**src/inc/drum_seq_pkg.sv**
```systemverilog
// constants, register map and field layout of the event step sequencer
// assumes a 25 MHz core clock and a 32-bit AXI4-Lite register bus
package drum_seq_pkg;

   // ************************************************************
   // sizes
   // ************************************************************
   localparam int unsigned STEPS     = 16;
   localparam int unsigned OUTS      = 16;
   localparam int unsigned STEP_W    = 4;
   localparam int unsigned WORD_W    = 16;
   localparam int unsigned CONTACTS  = 32;
   localparam int unsigned SEL_W     = 5;
   localparam int unsigned ADDR_W    = 10;
   localparam int unsigned DATA_W    = 32;

   // ************************************************************
   // timing: one timebase unit is 0.01 s
   // ************************************************************
   localparam int unsigned CLK_PERIOD_NS    = 40;
   localparam int unsigned TICK_UNIT_NS     = 10000000;
   localparam int unsigned TICK_CYCLES_DFLT = TICK_UNIT_NS / CLK_PERIOD_NS;

   // ************************************************************
   // register map, byte addresses
   // ************************************************************
   localparam logic [ADDR_W-1:0] ADDR_CTRL      = 10'h000;
   localparam logic [ADDR_W-1:0] ADDR_TIMEBASE  = 10'h004;
   localparam logic [ADDR_W-1:0] ADDR_IN_STEP   = 10'h008;
   localparam logic [ADDR_W-1:0] ADDR_TIMER     = 10'h00C;
   localparam logic [ADDR_W-1:0] ADDR_PRESET    = 10'h010;
   localparam logic [ADDR_W-1:0] ADDR_CURRENT   = 10'h014;
   localparam logic [ADDR_W-1:0] ADDR_LAST      = 10'h018;
   // per-step tables: group number is addr[9:6], entry is addr[5:2]
   localparam logic [3:0] GRP_SCALAR  = 4'h0;
   localparam logic [3:0] GRP_CPS     = 4'h4;
   localparam logic [3:0] GRP_EVENT   = 4'h5;
   localparam logic [3:0] GRP_PATTERN = 4'h6;
   localparam logic [3:0] GRP_MASK    = 4'h7;
   localparam logic [3:0] GRP_MAP     = 4'h8;

   // ************************************************************
   // fields
   // ************************************************************
   localparam int unsigned CTRL_RUN      = 0;
   localparam int unsigned CTRL_MASK_EN  = 1;
   localparam int unsigned CTRL_WORD     = 2;
   localparam int unsigned CTRL_W        = 3;
   localparam int unsigned EVT_EN        = 5;
   localparam int unsigned MAP_EN        = 4;
   localparam int unsigned DONE_BIT      = 16;
   localparam logic [4:0]  PRESET_RST    = 5'h01;
   localparam logic [4:0]  LAST_RST      = 5'h10;
   localparam logic [4:0]  STEP_MAX      = 5'h10;
   localparam logic [1:0]  RESP_OKAY     = 2'h0;
   localparam logic [1:0]  RESP_SLVERR   = 2'h2;

   typedef enum logic [2:0] {
      ST_IDLE = 3'h1,
      ST_RUN  = 3'h2,
      ST_DONE = 3'h4
   } seq_state_t;

endpackage : drum_seq_pkg

```
**src/hdl/drum_timebase.sv**
```systemverilog
// timebase for the step sequencer: 0.01 s prescaler and count ticks
// assumes enable and clear come from the sequencer in the same clock
`timescale 1ns/1ps
module drum_timebase
#(
   parameter int unsigned TICK_CYCLES = drum_seq_pkg::TICK_CYCLES_DFLT
)
(
   input  wire logic                            core_clk_i,
   input  wire logic                            arst_n_i,
   input  wire logic                            enable_i,
   input  wire logic                            clear_i,
   input  wire logic [drum_seq_pkg::WORD_W-1:0] timebase_i,
   output logic                                 count_tick_o,
   output logic      [drum_seq_pkg::WORD_W-1:0] timer_value_o
);
   import drum_seq_pkg::*;

   localparam int unsigned PRE_W = $clog2(TICK_CYCLES + 1);
   localparam logic [PRE_W-1:0] PRE_LAST = PRE_W'(TICK_CYCLES - 1);

   logic [PRE_W-1:0]  pre_r;
   logic              unit_tick;
   logic [WORD_W-1:0] timer_nxt;

   // free-running so a held timer resumes on the same unit grid
   always_ff @(posedge core_clk_i or negedge arst_n_i)
   begin
      if (!arst_n_i)
         pre_r <= '0;
      else if (pre_r == PRE_LAST)
         pre_r <= '0;
      else
         pre_r <= pre_r + PRE_W'(1);
   end

   assign unit_tick = (pre_r == PRE_LAST);
   assign timer_nxt = timer_value_o + WORD_W'(1);

   // a zero timebase never produces a count tick
   assign count_tick_o = enable_i && unit_tick && (timebase_i != '0)
                         && (timer_nxt == timebase_i);

   always_ff @(posedge core_clk_i or negedge arst_n_i)
   begin
      if (!arst_n_i)
         timer_value_o <= '0;
      else if (clear_i || count_tick_o)
         timer_value_o <= '0;
      else if (enable_i && unit_tick && (timebase_i != '0))
         timer_value_o <= timer_nxt;
   end

endmodule : drum_timebase

```
**src/hdl/event_step_sequencer.sv**
```systemverilog
// sixteen-step event sequencer with mask, word output and AXI4-Lite map
// assumes start, jog, reset and contacts are synchronous to core_clk_i
`timescale 1ns/1ps
module event_step_sequencer
#(
   parameter int unsigned TICK_CYCLES = drum_seq_pkg::TICK_CYCLES_DFLT
)
(
   input  wire logic                              core_clk_i,
   input  wire logic                              arst_n_i,
   // control inputs from the scan logic
   input  wire logic                              start_i,
   input  wire logic                              jog_i,
   input  wire logic                              drum_reset_i,
   input  wire logic [drum_seq_pkg::CONTACTS-1:0] event_contacts_i,
   // outputs
   output logic      [drum_seq_pkg::OUTS-1:0]     points_o,
   output logic      [drum_seq_pkg::WORD_W-1:0]   word_o,
   output logic                                   drum_complete_flag_o,
   // AXI4-Lite slave
   input  wire logic [drum_seq_pkg::ADDR_W-1:0]   s_axi_awaddr,
   input  wire logic                              s_axi_awvalid,
   output logic                                   s_axi_awready,
   input  wire logic [drum_seq_pkg::DATA_W-1:0]   s_axi_wdata,
   input  wire logic [3:0]                        s_axi_wstrb,
   input  wire logic                              s_axi_wvalid,
   output logic                                   s_axi_wready,
   output logic      [1:0]                        s_axi_bresp,
   output logic                                   s_axi_bvalid,
   input  wire logic                              s_axi_bready,
   input  wire logic [drum_seq_pkg::ADDR_W-1:0]   s_axi_araddr,
   input  wire logic                              s_axi_arvalid,
   output logic                                   s_axi_arready,
   output logic      [drum_seq_pkg::DATA_W-1:0]   s_axi_rdata,
   output logic      [1:0]                        s_axi_rresp,
   output logic                                   s_axi_rvalid,
   input  wire logic                              s_axi_rready
);
   import drum_seq_pkg::*;

   // ************************************************************
   // declarations
   // ************************************************************
   logic [CTRL_W-1:0]  ctrl_r;
   logic [WORD_W-1:0]  timebase_r;
   logic [4:0]         preset_r;
   logic [4:0]         last_r;
   logic [WORD_W-1:0]  cps_r     [STEPS];
   logic [EVT_EN:0]    event_r   [STEPS];
   logic [OUTS-1:0]    pattern_r [STEPS];
   logic [OUTS-1:0]    mask_r    [STEPS];
   logic [MAP_EN:0]    map_r     [OUTS];

   logic               aw_hold_r;
   logic               w_hold_r;
   logic [ADDR_W-1:0]  awaddr_r;
   logic [DATA_W-1:0]  wdata_r;
   logic [3:0]         wstrb_r;
   logic               wr_do;
   logic [WORD_W-1:0]  wr_mask;
   logic [3:0]         wr_grp;
   logic [STEP_W-1:0]  wr_idx;
   logic               wr_ok;
   logic [3:0]         rd_grp;
   logic [STEP_W-1:0]  rd_idx;
   logic [DATA_W-1:0]  rd_data;
   logic               rd_ok;

   seq_state_t         state_r;
   logic [STEP_W-1:0]  step_r;
   logic [WORD_W-1:0]  in_step_r;
   logic               jog_d_r;
   logic               run_d_r;
   logic               jog_rise;
   logic               run_rise;
   logic               load;
   logic               ev_true;
   logic               timer_en;
   logic               count_tick;
   logic               reached;
   logic               advance;
   logic [WORD_W-1:0]  timer_value;
   logic [STEP_W-1:0]  preset_idx;
   logic [STEP_W-1:0]  last_idx;
   logic [OUTS-1:0]    result;
   logic [OUTS-1:0]    points_nxt;

   function automatic logic [STEP_W-1:0] to_idx(input logic [4:0] v);
      logic [4:0] t;
      t = v - 5'h01;
      if (v == 5'h00 || v > STEP_MAX)
         return '0;
      return t[STEP_W-1:0];
   endfunction : to_idx

   // ************************************************************
   // AXI4-Lite write channel
   // ************************************************************
   assign s_axi_awready = !aw_hold_r && !s_axi_bvalid;
   assign s_axi_wready  = !w_hold_r && !s_axi_bvalid;
   assign wr_do   = aw_hold_r && w_hold_r && !s_axi_bvalid;
   assign wr_mask = {{8{wstrb_r[1]}}, {8{wstrb_r[0]}}};
   assign wr_grp  = awaddr_r[9:6];
   assign wr_idx  = awaddr_r[5:2];

   always_comb
   begin
      case (wr_grp)
         GRP_SCALAR: wr_ok = (awaddr_r == ADDR_CTRL)
                             || (awaddr_r == ADDR_TIMEBASE)
                             || (awaddr_r == ADDR_PRESET)
                             || (awaddr_r == ADDR_LAST);
         GRP_CPS, GRP_EVENT, GRP_PATTERN, GRP_MASK, GRP_MAP:
            wr_ok = 1'b1;
         default: wr_ok = 1'b0;
      endcase
   end

   // address and data are taken in either order, then answered together
   always_ff @(posedge core_clk_i or negedge arst_n_i)
   begin
      if (!arst_n_i)
      begin
         aw_hold_r    <= 1'b0;
         w_hold_r     <= 1'b0;
         awaddr_r     <= '0;
         wdata_r      <= '0;
         wstrb_r      <= '0;
         s_axi_bvalid <= 1'b0;
         s_axi_bresp  <= RESP_OKAY;
      end
      else
      begin
         if (s_axi_awvalid && s_axi_awready)
         begin
            aw_hold_r <= 1'b1;
            awaddr_r  <= s_axi_awaddr;
         end
         if (s_axi_wvalid && s_axi_wready)
         begin
            w_hold_r <= 1'b1;
            wdata_r  <= s_axi_wdata;
            wstrb_r  <= s_axi_wstrb;
         end
         if (wr_do)
         begin
            aw_hold_r    <= 1'b0;
            w_hold_r     <= 1'b0;
            s_axi_bvalid <= 1'b1;
            s_axi_bresp  <= wr_ok ? RESP_OKAY : RESP_SLVERR;
         end
         else if (s_axi_bvalid && s_axi_bready)
            s_axi_bvalid <= 1'b0;
      end
   end

   // ************************************************************
   // configuration registers
   // ************************************************************
   // preset may be rewritten while running; it takes effect on next load
   always_ff @(posedge core_clk_i or negedge arst_n_i)
   begin
      if (!arst_n_i)
      begin
         ctrl_r     <= '0;
         timebase_r <= '0;
         preset_r   <= PRESET_RST;
         last_r     <= LAST_RST;
      end
      else if (wr_do && wr_grp == GRP_SCALAR && wstrb_r[0])
      begin
         if (awaddr_r == ADDR_CTRL)
            ctrl_r <= wdata_r[CTRL_W-1:0];
         if (awaddr_r == ADDR_PRESET)
            preset_r <= wdata_r[4:0];
         if (awaddr_r == ADDR_LAST)
            last_r <= wdata_r[4:0];
         if (awaddr_r == ADDR_TIMEBASE)
            timebase_r <= (timebase_r & ~wr_mask)
                          | (wdata_r[WORD_W-1:0] & wr_mask);
      end
      else if (wr_do && awaddr_r == ADDR_TIMEBASE)
         timebase_r <= (timebase_r & ~wr_mask)
                       | (wdata_r[WORD_W-1:0] & wr_mask);
   end

   // per-step tables; reset leaves every step blank with no event
   always_ff @(posedge core_clk_i or negedge arst_n_i)
   begin
      if (!arst_n_i)
      begin
         for (int k = 0; k < STEPS; k++)
         begin
            cps_r[k]     <= '0;
            event_r[k]   <= '0;
            pattern_r[k] <= '0;
            mask_r[k]    <= '0;
            map_r[k]     <= '0;
         end
      end
      else if (wr_do)
      begin
         case (wr_grp)
            GRP_CPS:
               cps_r[wr_idx] <= (cps_r[wr_idx] & ~wr_mask)
                                | (wdata_r[WORD_W-1:0] & wr_mask);
            GRP_EVENT:
               if (wstrb_r[0])
                  event_r[wr_idx] <= wdata_r[EVT_EN:0];
            GRP_PATTERN:
               pattern_r[wr_idx] <= (pattern_r[wr_idx] & ~wr_mask)
                                    | (wdata_r[OUTS-1:0] & wr_mask);
            GRP_MASK:
               mask_r[wr_idx] <= (mask_r[wr_idx] & ~wr_mask)
                                 | (wdata_r[OUTS-1:0] & wr_mask);
            GRP_MAP:
               if (wstrb_r[0])
                  map_r[wr_idx] <= wdata_r[MAP_EN:0];
            default: ;
         endcase
      end
   end

   // ************************************************************
   // AXI4-Lite read channel
   // ************************************************************
   assign s_axi_arready = !s_axi_rvalid;
   assign rd_grp = s_axi_araddr[9:6];
   assign rd_idx = s_axi_araddr[5:2];

   always_comb
   begin
      rd_data = '0;
      rd_ok   = 1'b1;
      case (rd_grp)
         GRP_SCALAR:
            case (s_axi_araddr)
               ADDR_CTRL:     rd_data[CTRL_W-1:0] = ctrl_r;
               ADDR_TIMEBASE: rd_data[WORD_W-1:0] = timebase_r;
               ADDR_IN_STEP:
               begin
                  rd_data[WORD_W-1:0] = in_step_r;
                  rd_data[DONE_BIT]   = drum_complete_flag_o;
               end
               ADDR_TIMER:    rd_data[WORD_W-1:0] = timer_value;
               ADDR_PRESET:   rd_data[4:0] = preset_r;
               ADDR_CURRENT:  rd_data[4:0] = {1'b0, step_r} + 5'h01;
               ADDR_LAST:     rd_data[4:0] = last_r;
               default:       rd_ok = 1'b0;
            endcase
         GRP_CPS:     rd_data[WORD_W-1:0] = cps_r[rd_idx];
         GRP_EVENT:   rd_data[EVT_EN:0]   = event_r[rd_idx];
         GRP_PATTERN: rd_data[OUTS-1:0]   = pattern_r[rd_idx];
         GRP_MASK:    rd_data[OUTS-1:0]   = mask_r[rd_idx];
         GRP_MAP:     rd_data[MAP_EN:0]   = map_r[rd_idx];
         default:     rd_ok = 1'b0;
      endcase
   end

   always_ff @(posedge core_clk_i or negedge arst_n_i)
   begin
      if (!arst_n_i)
      begin
         s_axi_rvalid <= 1'b0;
         s_axi_rdata  <= '0;
         s_axi_rresp  <= RESP_OKAY;
      end
      else if (s_axi_arvalid && s_axi_arready)
      begin
         s_axi_rvalid <= 1'b1;
         s_axi_rdata  <= rd_data;
         s_axi_rresp  <= rd_ok ? RESP_OKAY : RESP_SLVERR;
      end
      else if (s_axi_rvalid && s_axi_rready)
         s_axi_rvalid <= 1'b0;
   end

   // ************************************************************
   // step sequencing
   // ************************************************************
   assign preset_idx = to_idx(preset_r);
   assign last_idx   = (last_r == 5'h00) ? STEP_W'(STEPS - 1)
                                         : to_idx(last_r);
   assign jog_rise   = jog_i && !jog_d_r;
   assign run_rise   = ctrl_r[CTRL_RUN] && !run_d_r;
   assign load       = run_rise
                       || (drum_reset_i && state_r != ST_IDLE);
   // a step with no event enabled is treated as event always true
   assign ev_true    = !event_r[step_r][EVT_EN]
                       || event_contacts_i[event_r[step_r][SEL_W-1:0]];
   assign timer_en   = (state_r == ST_RUN) && !drum_reset_i
                       && start_i && ev_true;
   // zero counts per step means the step is event-driven only
   assign reached    = (cps_r[step_r] == '0) ? timer_en
                       : (count_tick
                          && in_step_r + WORD_W'(1) == cps_r[step_r]);
   assign advance    = (state_r == ST_RUN) && !drum_reset_i && !run_rise
                       && (jog_rise || reached);

   drum_timebase #(
      .TICK_CYCLES   (TICK_CYCLES)
   ) u_timebase (
      .core_clk_i    (core_clk_i),
      .arst_n_i      (arst_n_i),
      .enable_i      (timer_en),
      .clear_i       (load || advance),
      .timebase_i    (timebase_r),
      .count_tick_o  (count_tick),
      .timer_value_o (timer_value)
   );

   always_ff @(posedge core_clk_i or negedge arst_n_i)
   begin
      if (!arst_n_i)
      begin
         jog_d_r <= 1'b0;
         run_d_r <= 1'b0;
      end
      else
      begin
         jog_d_r <= jog_i;
         run_d_r <= ctrl_r[CTRL_RUN];
      end
   end

   always_ff @(posedge core_clk_i or negedge arst_n_i)
   begin
      if (!arst_n_i)
      begin
         state_r              <= ST_IDLE;
         step_r               <= '0;
         in_step_r            <= '0;
         drum_complete_flag_o <= 1'b0;
      end
      else if (!ctrl_r[CTRL_RUN])
      begin
         state_r <= ST_IDLE;
         // reset input clears the flag outside run mode as well
         if (drum_reset_i)
            drum_complete_flag_o <= 1'b0;
      end
      else if (load)
      begin
         state_r              <= ST_RUN;
         step_r               <= preset_idx;
         in_step_r            <= '0;
         drum_complete_flag_o <= 1'b0;
      end
      else
         case (state_r)
            ST_RUN:
               if (advance && step_r == last_idx)
               begin
                  state_r              <= ST_DONE;
                  drum_complete_flag_o <= 1'b1;
               end
               else if (advance)
               begin
                  step_r    <= step_r + STEP_W'(1);
                  in_step_r <= '0;
               end
               else if (count_tick)
                  in_step_r <= in_step_r + WORD_W'(1);
            ST_DONE: state_r <= ST_DONE;
            default: state_r <= ST_IDLE;
         endcase
   end

   // ************************************************************
   // outputs
   // ************************************************************
   // run entry is seen here one cycle after the bit is written
   assign result = (state_r == ST_IDLE) ? '0
                   : ctrl_r[CTRL_MASK_EN]
                     ? (pattern_r[step_r] & mask_r[step_r])
                     : pattern_r[step_r];

   // several positions may share a point; they are ORed together
   for (genvar j = 0; j < OUTS; j++)
   begin : g_point
      always_comb
      begin
         points_nxt[j] = 1'b0;
         for (int k = 0; k < OUTS; k++)
            if (map_r[k][MAP_EN] && map_r[k][STEP_W-1:0] == STEP_W'(j))
               points_nxt[j] = points_nxt[j] | result[k];
      end
   end

   // refreshed on every clock whatever start does; sharing points
   // between two sequencers would fight
   always_ff @(posedge core_clk_i or negedge arst_n_i)
   begin
      if (!arst_n_i)
      begin
         points_o <= '0;
         word_o   <= '0;
      end
      else if (ctrl_r[CTRL_WORD])
      begin
         points_o <= '0;
         word_o   <= result;
      end
      else
      begin
         points_o <= points_nxt;
         word_o   <= '0;
      end
   end

endmodule : event_step_sequencer

```
**config.mk**
```make
export PLATFORM = sky130hd
export DESIGN_NAME = event_step_sequencer
export DESIGN_NICKNAME = d
export VERILOG_FILES = /design/src/inc/drum_seq_pkg.sv /design/src/hdl/drum_timebase.sv /design/src/hdl/event_step_sequencer.sv
export SDC_FILE = /design/constraint.sdc
export NUM_CORES = 2
export LEC_CHECK = 0
export BUFFER_PORTS_ARGS = -buffer_cell sky130_fd_sc_hd__buf_4
export CAP_MARGIN = 20
export CORE_ASPECT_RATIO = 1.2
export CORE_MARGIN = 4
export CORE_UTILIZATION = 31
export CTS_CLUSTER_DIAMETER = 50
export CTS_CLUSTER_SIZE = 24
export DETAILED_ROUTE_END_ITERATION = 6
export GPL_TIMING_DRIVEN = 0
export HOLD_SLACK_MARGIN = 0.06
export PLACE_DENSITY_LB_ADDON = 0.25
export SLEW_MARGIN = 30
export SYNTH_ARGS = -nofsm -noshare
export SYNTH_HDL_FRONTEND = slang
export SYNTH_SLANG_ARGS = --single-unit
```
**constraint.sdc**
```tcl
create_clock -name core_clk_i -period 3.9 [get_ports core_clk_i]
set_input_delay 0.585 -clock core_clk_i [delete_from_list [all_inputs] [get_ports core_clk_i]]
set_output_delay 0.585 -clock core_clk_i [all_outputs]
set_load 0.03 [all_outputs]
```
==> impl_metrics.env <==
export IMPL_slew_violations=0
export IMPL_clkTransAtPathRegs_ns=0.07
export IMPL_clock_fmax_mhz=222
export IMPL_gr_total_overflow=0
export IMPL_worstPathArrival_ns=5.16
export IMPL_hold_path_class="in2reg"
export IMPL_rows=185
export IMPL_ir_drop_mv=0.576
export IMPL_rsz0062_at_grt="true"
export IMPL_grt_pass1_vias=57100
export IMPL_fin_ws_ns=-0.599
export IMPL_clock_skew_ns=0.0487
export IMPL_min_delay_start="s_axi_awaddr[2]"
export IMPL_grt_usage=0.308
export IMPL_status="finished with violations"
export IMPL_slew_headroom=0.164
export IMPL_yosysTopAreaCell="dfrtp_1"
export IMPL_start_util=0.312
export IMPL_period_share=1.15
export IMPL_crit_fanout=8
export IMPL_power_density_nw_per_um2=519
export IMPL_yosysTopAreaCellShare=0.421
export IMPL_fillers=20500
export IMPL_numCtsBuffers=131
export IMPL_yosys_top_cells_area="dfrtp_1 (42%), mux4_2 (27%), mux2_2 (4.1%), nand2_1 (3.7%), o21ai_0 (3.7%)"
export IMPL_ant_nets=0
export IMPL_cts_max_level=4
export IMPL_cts_tree="built"
export IMPL_fin_area_um2=82400
export IMPL_worstSkewPairLatency_ns=0.83
export IMPL_leakagePower_nw=33.8
export IMPL_vias=58800
export IMPL_dr_first_iter_drc_count=8690
export IMPL_holdPathEnd="awaddr_r[2]"
export IMPL_coreArea_um2=212000
export IMPL_die_h_um=514
export IMPL_seq_area_frac_synth=0.422
export IMPL_fin_cells=9131
export IMPL_worst_pin_slew_ns=1.25
export IMPL_place_area_um2=72400
export IMPL_setup_viol=78
export IMPL_period_needed_ns=4.50
export IMPL_r2r_start="step_r[0]"
export IMPL_viasPerCell=6.44
export IMPL_reg2reg_depth=15
export IMPL_wl_per_cell_um=37.8
export IMPL_path_class="reg2reg"
export IMPL_portBuffers=131
export IMPL_dp_cells=8671
export IMPL_clock_sinks=1116
export IMPL_synth_flop_cell="dfrtp_1"
export IMPL_crit_start="step_r[0]"
export IMPL_maxCapViolations=0
export IMPL_ys_ff_latch=1116
export IMPL_syn_cell_area_um2=66200
export IMPL_drc_errors=5
export IMPL_ioPinCount=172
export IMPL_grt_max_degree=129
export IMPL_synthCells=5663
export IMPL_root_buffer="clkbuf_16"
export IMPL_violations="design-rule violations, negative setup slack"
export IMPL_hold_viol_final=0
export IMPL_hold_depth=2
export IMPL_synth_edff_count=0
export IMPL_ys_types=90
export IMPL_grt_antenna_before_repair=31
export IMPL_die_area_um2=221000
export IMPL_grt_pass1_wl_um=473000
export IMPL_nets=6297
export IMPL_required_ns=4.56
export IMPL_synth_async_reset_ratio=1.00
export IMPL_rrSetupSlack_ns=-0.60
export IMPL_die_w_um=430
export IMPL_cp_end_kind="flop"
export IMPL_wirelength_um=345000
export IMPL_clockBufferDepth=3
export IMPL_start_kind="flop"
export IMPL_dr_pass1_iters=6
export IMPL_drive_above_1_share=0.368
export IMPL_reg2reg_to="points_o[5]"
export IMPL_place_congestion=1.02
export IMPL_area_growth_pct=24.5
export IMPL_yosysWarnings=0
export IMPL_synth_avg_cell_area_um2=11.7
export IMPL_dp_hpwl_um=243000
kinds of logic (layout without fill, tap and decap cells):
group                      Yosys count  after routing  share of synthesized area
and+or+nand+nor                   1585           1585                      0.105
AOI/OAI and AO/OA                 1171           1171                      0.103
muxes                             1129           1129                      0.323
DFF                               1116           1116                      0.422
buffers and inverters              588           1208                     0.0376
xor gates and xnor gates            66             66                    0.00873
adders and majority gates            7              7                    0.00132
other                                1             44                  0.0000566
worst max-delay path: stages (launching register included):
cell       delay (ns)
dfrtp_2          0.40
buf_12           0.12
buf_16           0.14
buf_16           0.21
buf_16           0.21
buf_4            0.16
mux4_2           0.50
mux4_2           0.60
o2111ai_4        0.33
inv_2            0.10
nand3b_4         0.12
o221ai_4         0.12
a2111oi_4        0.48
o2111ai_2        0.23
a2111oi_4        0.43
a21oi_1          0.12
layout make-up:
cell class,instances,area (um2),share of cell area
Clock buffer,158,3520,0.0427
Tap cell,2805,3510,0.0426
Sequential cell,1116,27900,0.339
Inverter,55,211,0.00256
Clock inverter,82,878,0.0107
Antenna cell,27,67.6,0.000819
Buffer,518,3440,0.0417
Timing Repair Buffer,395,4670,0.0566
Multi-Input combinational cell,3975,38200,0.463
report_power, final:
| group | leakage, nW | internal, mW | switching, mW |
|---|---|---|---|
| Combinational | 16.2 | 5.56 | 8.83 |
| Clock | 2.14 | 7.06 | 5.86 |
| Sequential | 15.4 | 13.1 | 2.36 |
stage by stage:
step / hold WS [ns] / TNS (ns) / setup WS, ns / power, mW / utilization
after global placement: 0.432 / - / -11.79 / 27.5 / 0.334
final: 0.0956 / -20.46 / -0.599 / 42.8 / 0.389
after detailed placement: 0.443 / -1541.50 / -3.21 / 28.1 / 0.341
after CTS: 0.0727 / -26.25 / -0.393 / 41.7 / 0.380
after floorplan: 0.289 / 0 / 0.0620 / 22.0 / -
after global routing: 0.0941 / -23.40 / -0.681 / 43.7 / 0.389
per-layer routing:
| layer | part of all wire | GRT usage |
|---|---|---|
| met1 | 0.33 | 0.348 |
| met2 | 0.43 | 0.453 |
| met3 | 0.13 | 0.126 |
| met4 | 0.11 | 0.260 |
| met5 | 0.00049 | 0 |
timing repair:
item	CTS	global route
setup buffers	104	70
pin swaps	72	107
cloned	5	5
setup endpoints to repair	1050	740
hold buffers	29	0
hold endpoints to repair	138	0
resized for setup	600	296
sequential cells by signal, summed over array words and instances, names as in the netlist, 10 cells and up, named ones only:
name and cells:
points_o 16, u_timebase.timer_value_o 16, wdata_r 16, u_timebase.pre_r 18
map_r 80, mask_r 256, cps_r 256, pattern_r 256
awaddr_r 10, in_step_r 16, event_r 96, word_o 16
s_axi_rdata 17
worst max path at each step:
stage,to,depth (start not counted)
after floorplan,points_o[5],15
after global placement,mask_r[76],1
after detailed placement,points_o[13],15
after CTS,points_o[7],16
after global routing,points_o[5],16
final,points_o[5],15
cell usage in the layout, fill, tap and decap left out, types with 57 or more instances in the layout:
cell type     n
clkbuf_2    188
nand2_1     641
mux4_2      782
clkbuf_16   138
clkbuf_1    164
a21oi_1     383
buf_16       57
mux2i_1      68
o21ai_0     478
nand3_1      72
mux2_2      239
dfrtp_1    1104
nor2_1      469
buf_4       267
buf_12       64
Yosys cell counts (all sizes together), types with 12 or more instances:
| library cell | number |
|---|---|
| mux4 | 782 |
| o21ai | 491 |
| xor2 | 21 |
| nand2 | 658 |
| or3 | 13 |
| and2 | 16 |
| o22ai | 14 |
| nand3b | 14 |
| buf | 147 |
| a22oi | 52 |
| nor2 | 489 |
| inv | 53 |
| a221oi | 22 |
| mux2i | 106 |
| mux2 | 241 |
| o2111ai | 17 |
| nor3b | 25 |
| nand4 | 43 |
| nand3 | 110 |
| clkbuf | 386 |
| a2111oi | 14 |
| a22o | 22 |
| nand2b | 24 |
| a32oi | 21 |
| dfrtp | 1113 |
| xnor2 | 45 |
| nor3 | 72 |
| a21oi | 397 |
| a211oi | 12 |
| nor2b | 38 |
| nor4 | 32 |
| a31oi | 32 |
| and3 | 25 |
(Power assumes the default switching activity.)
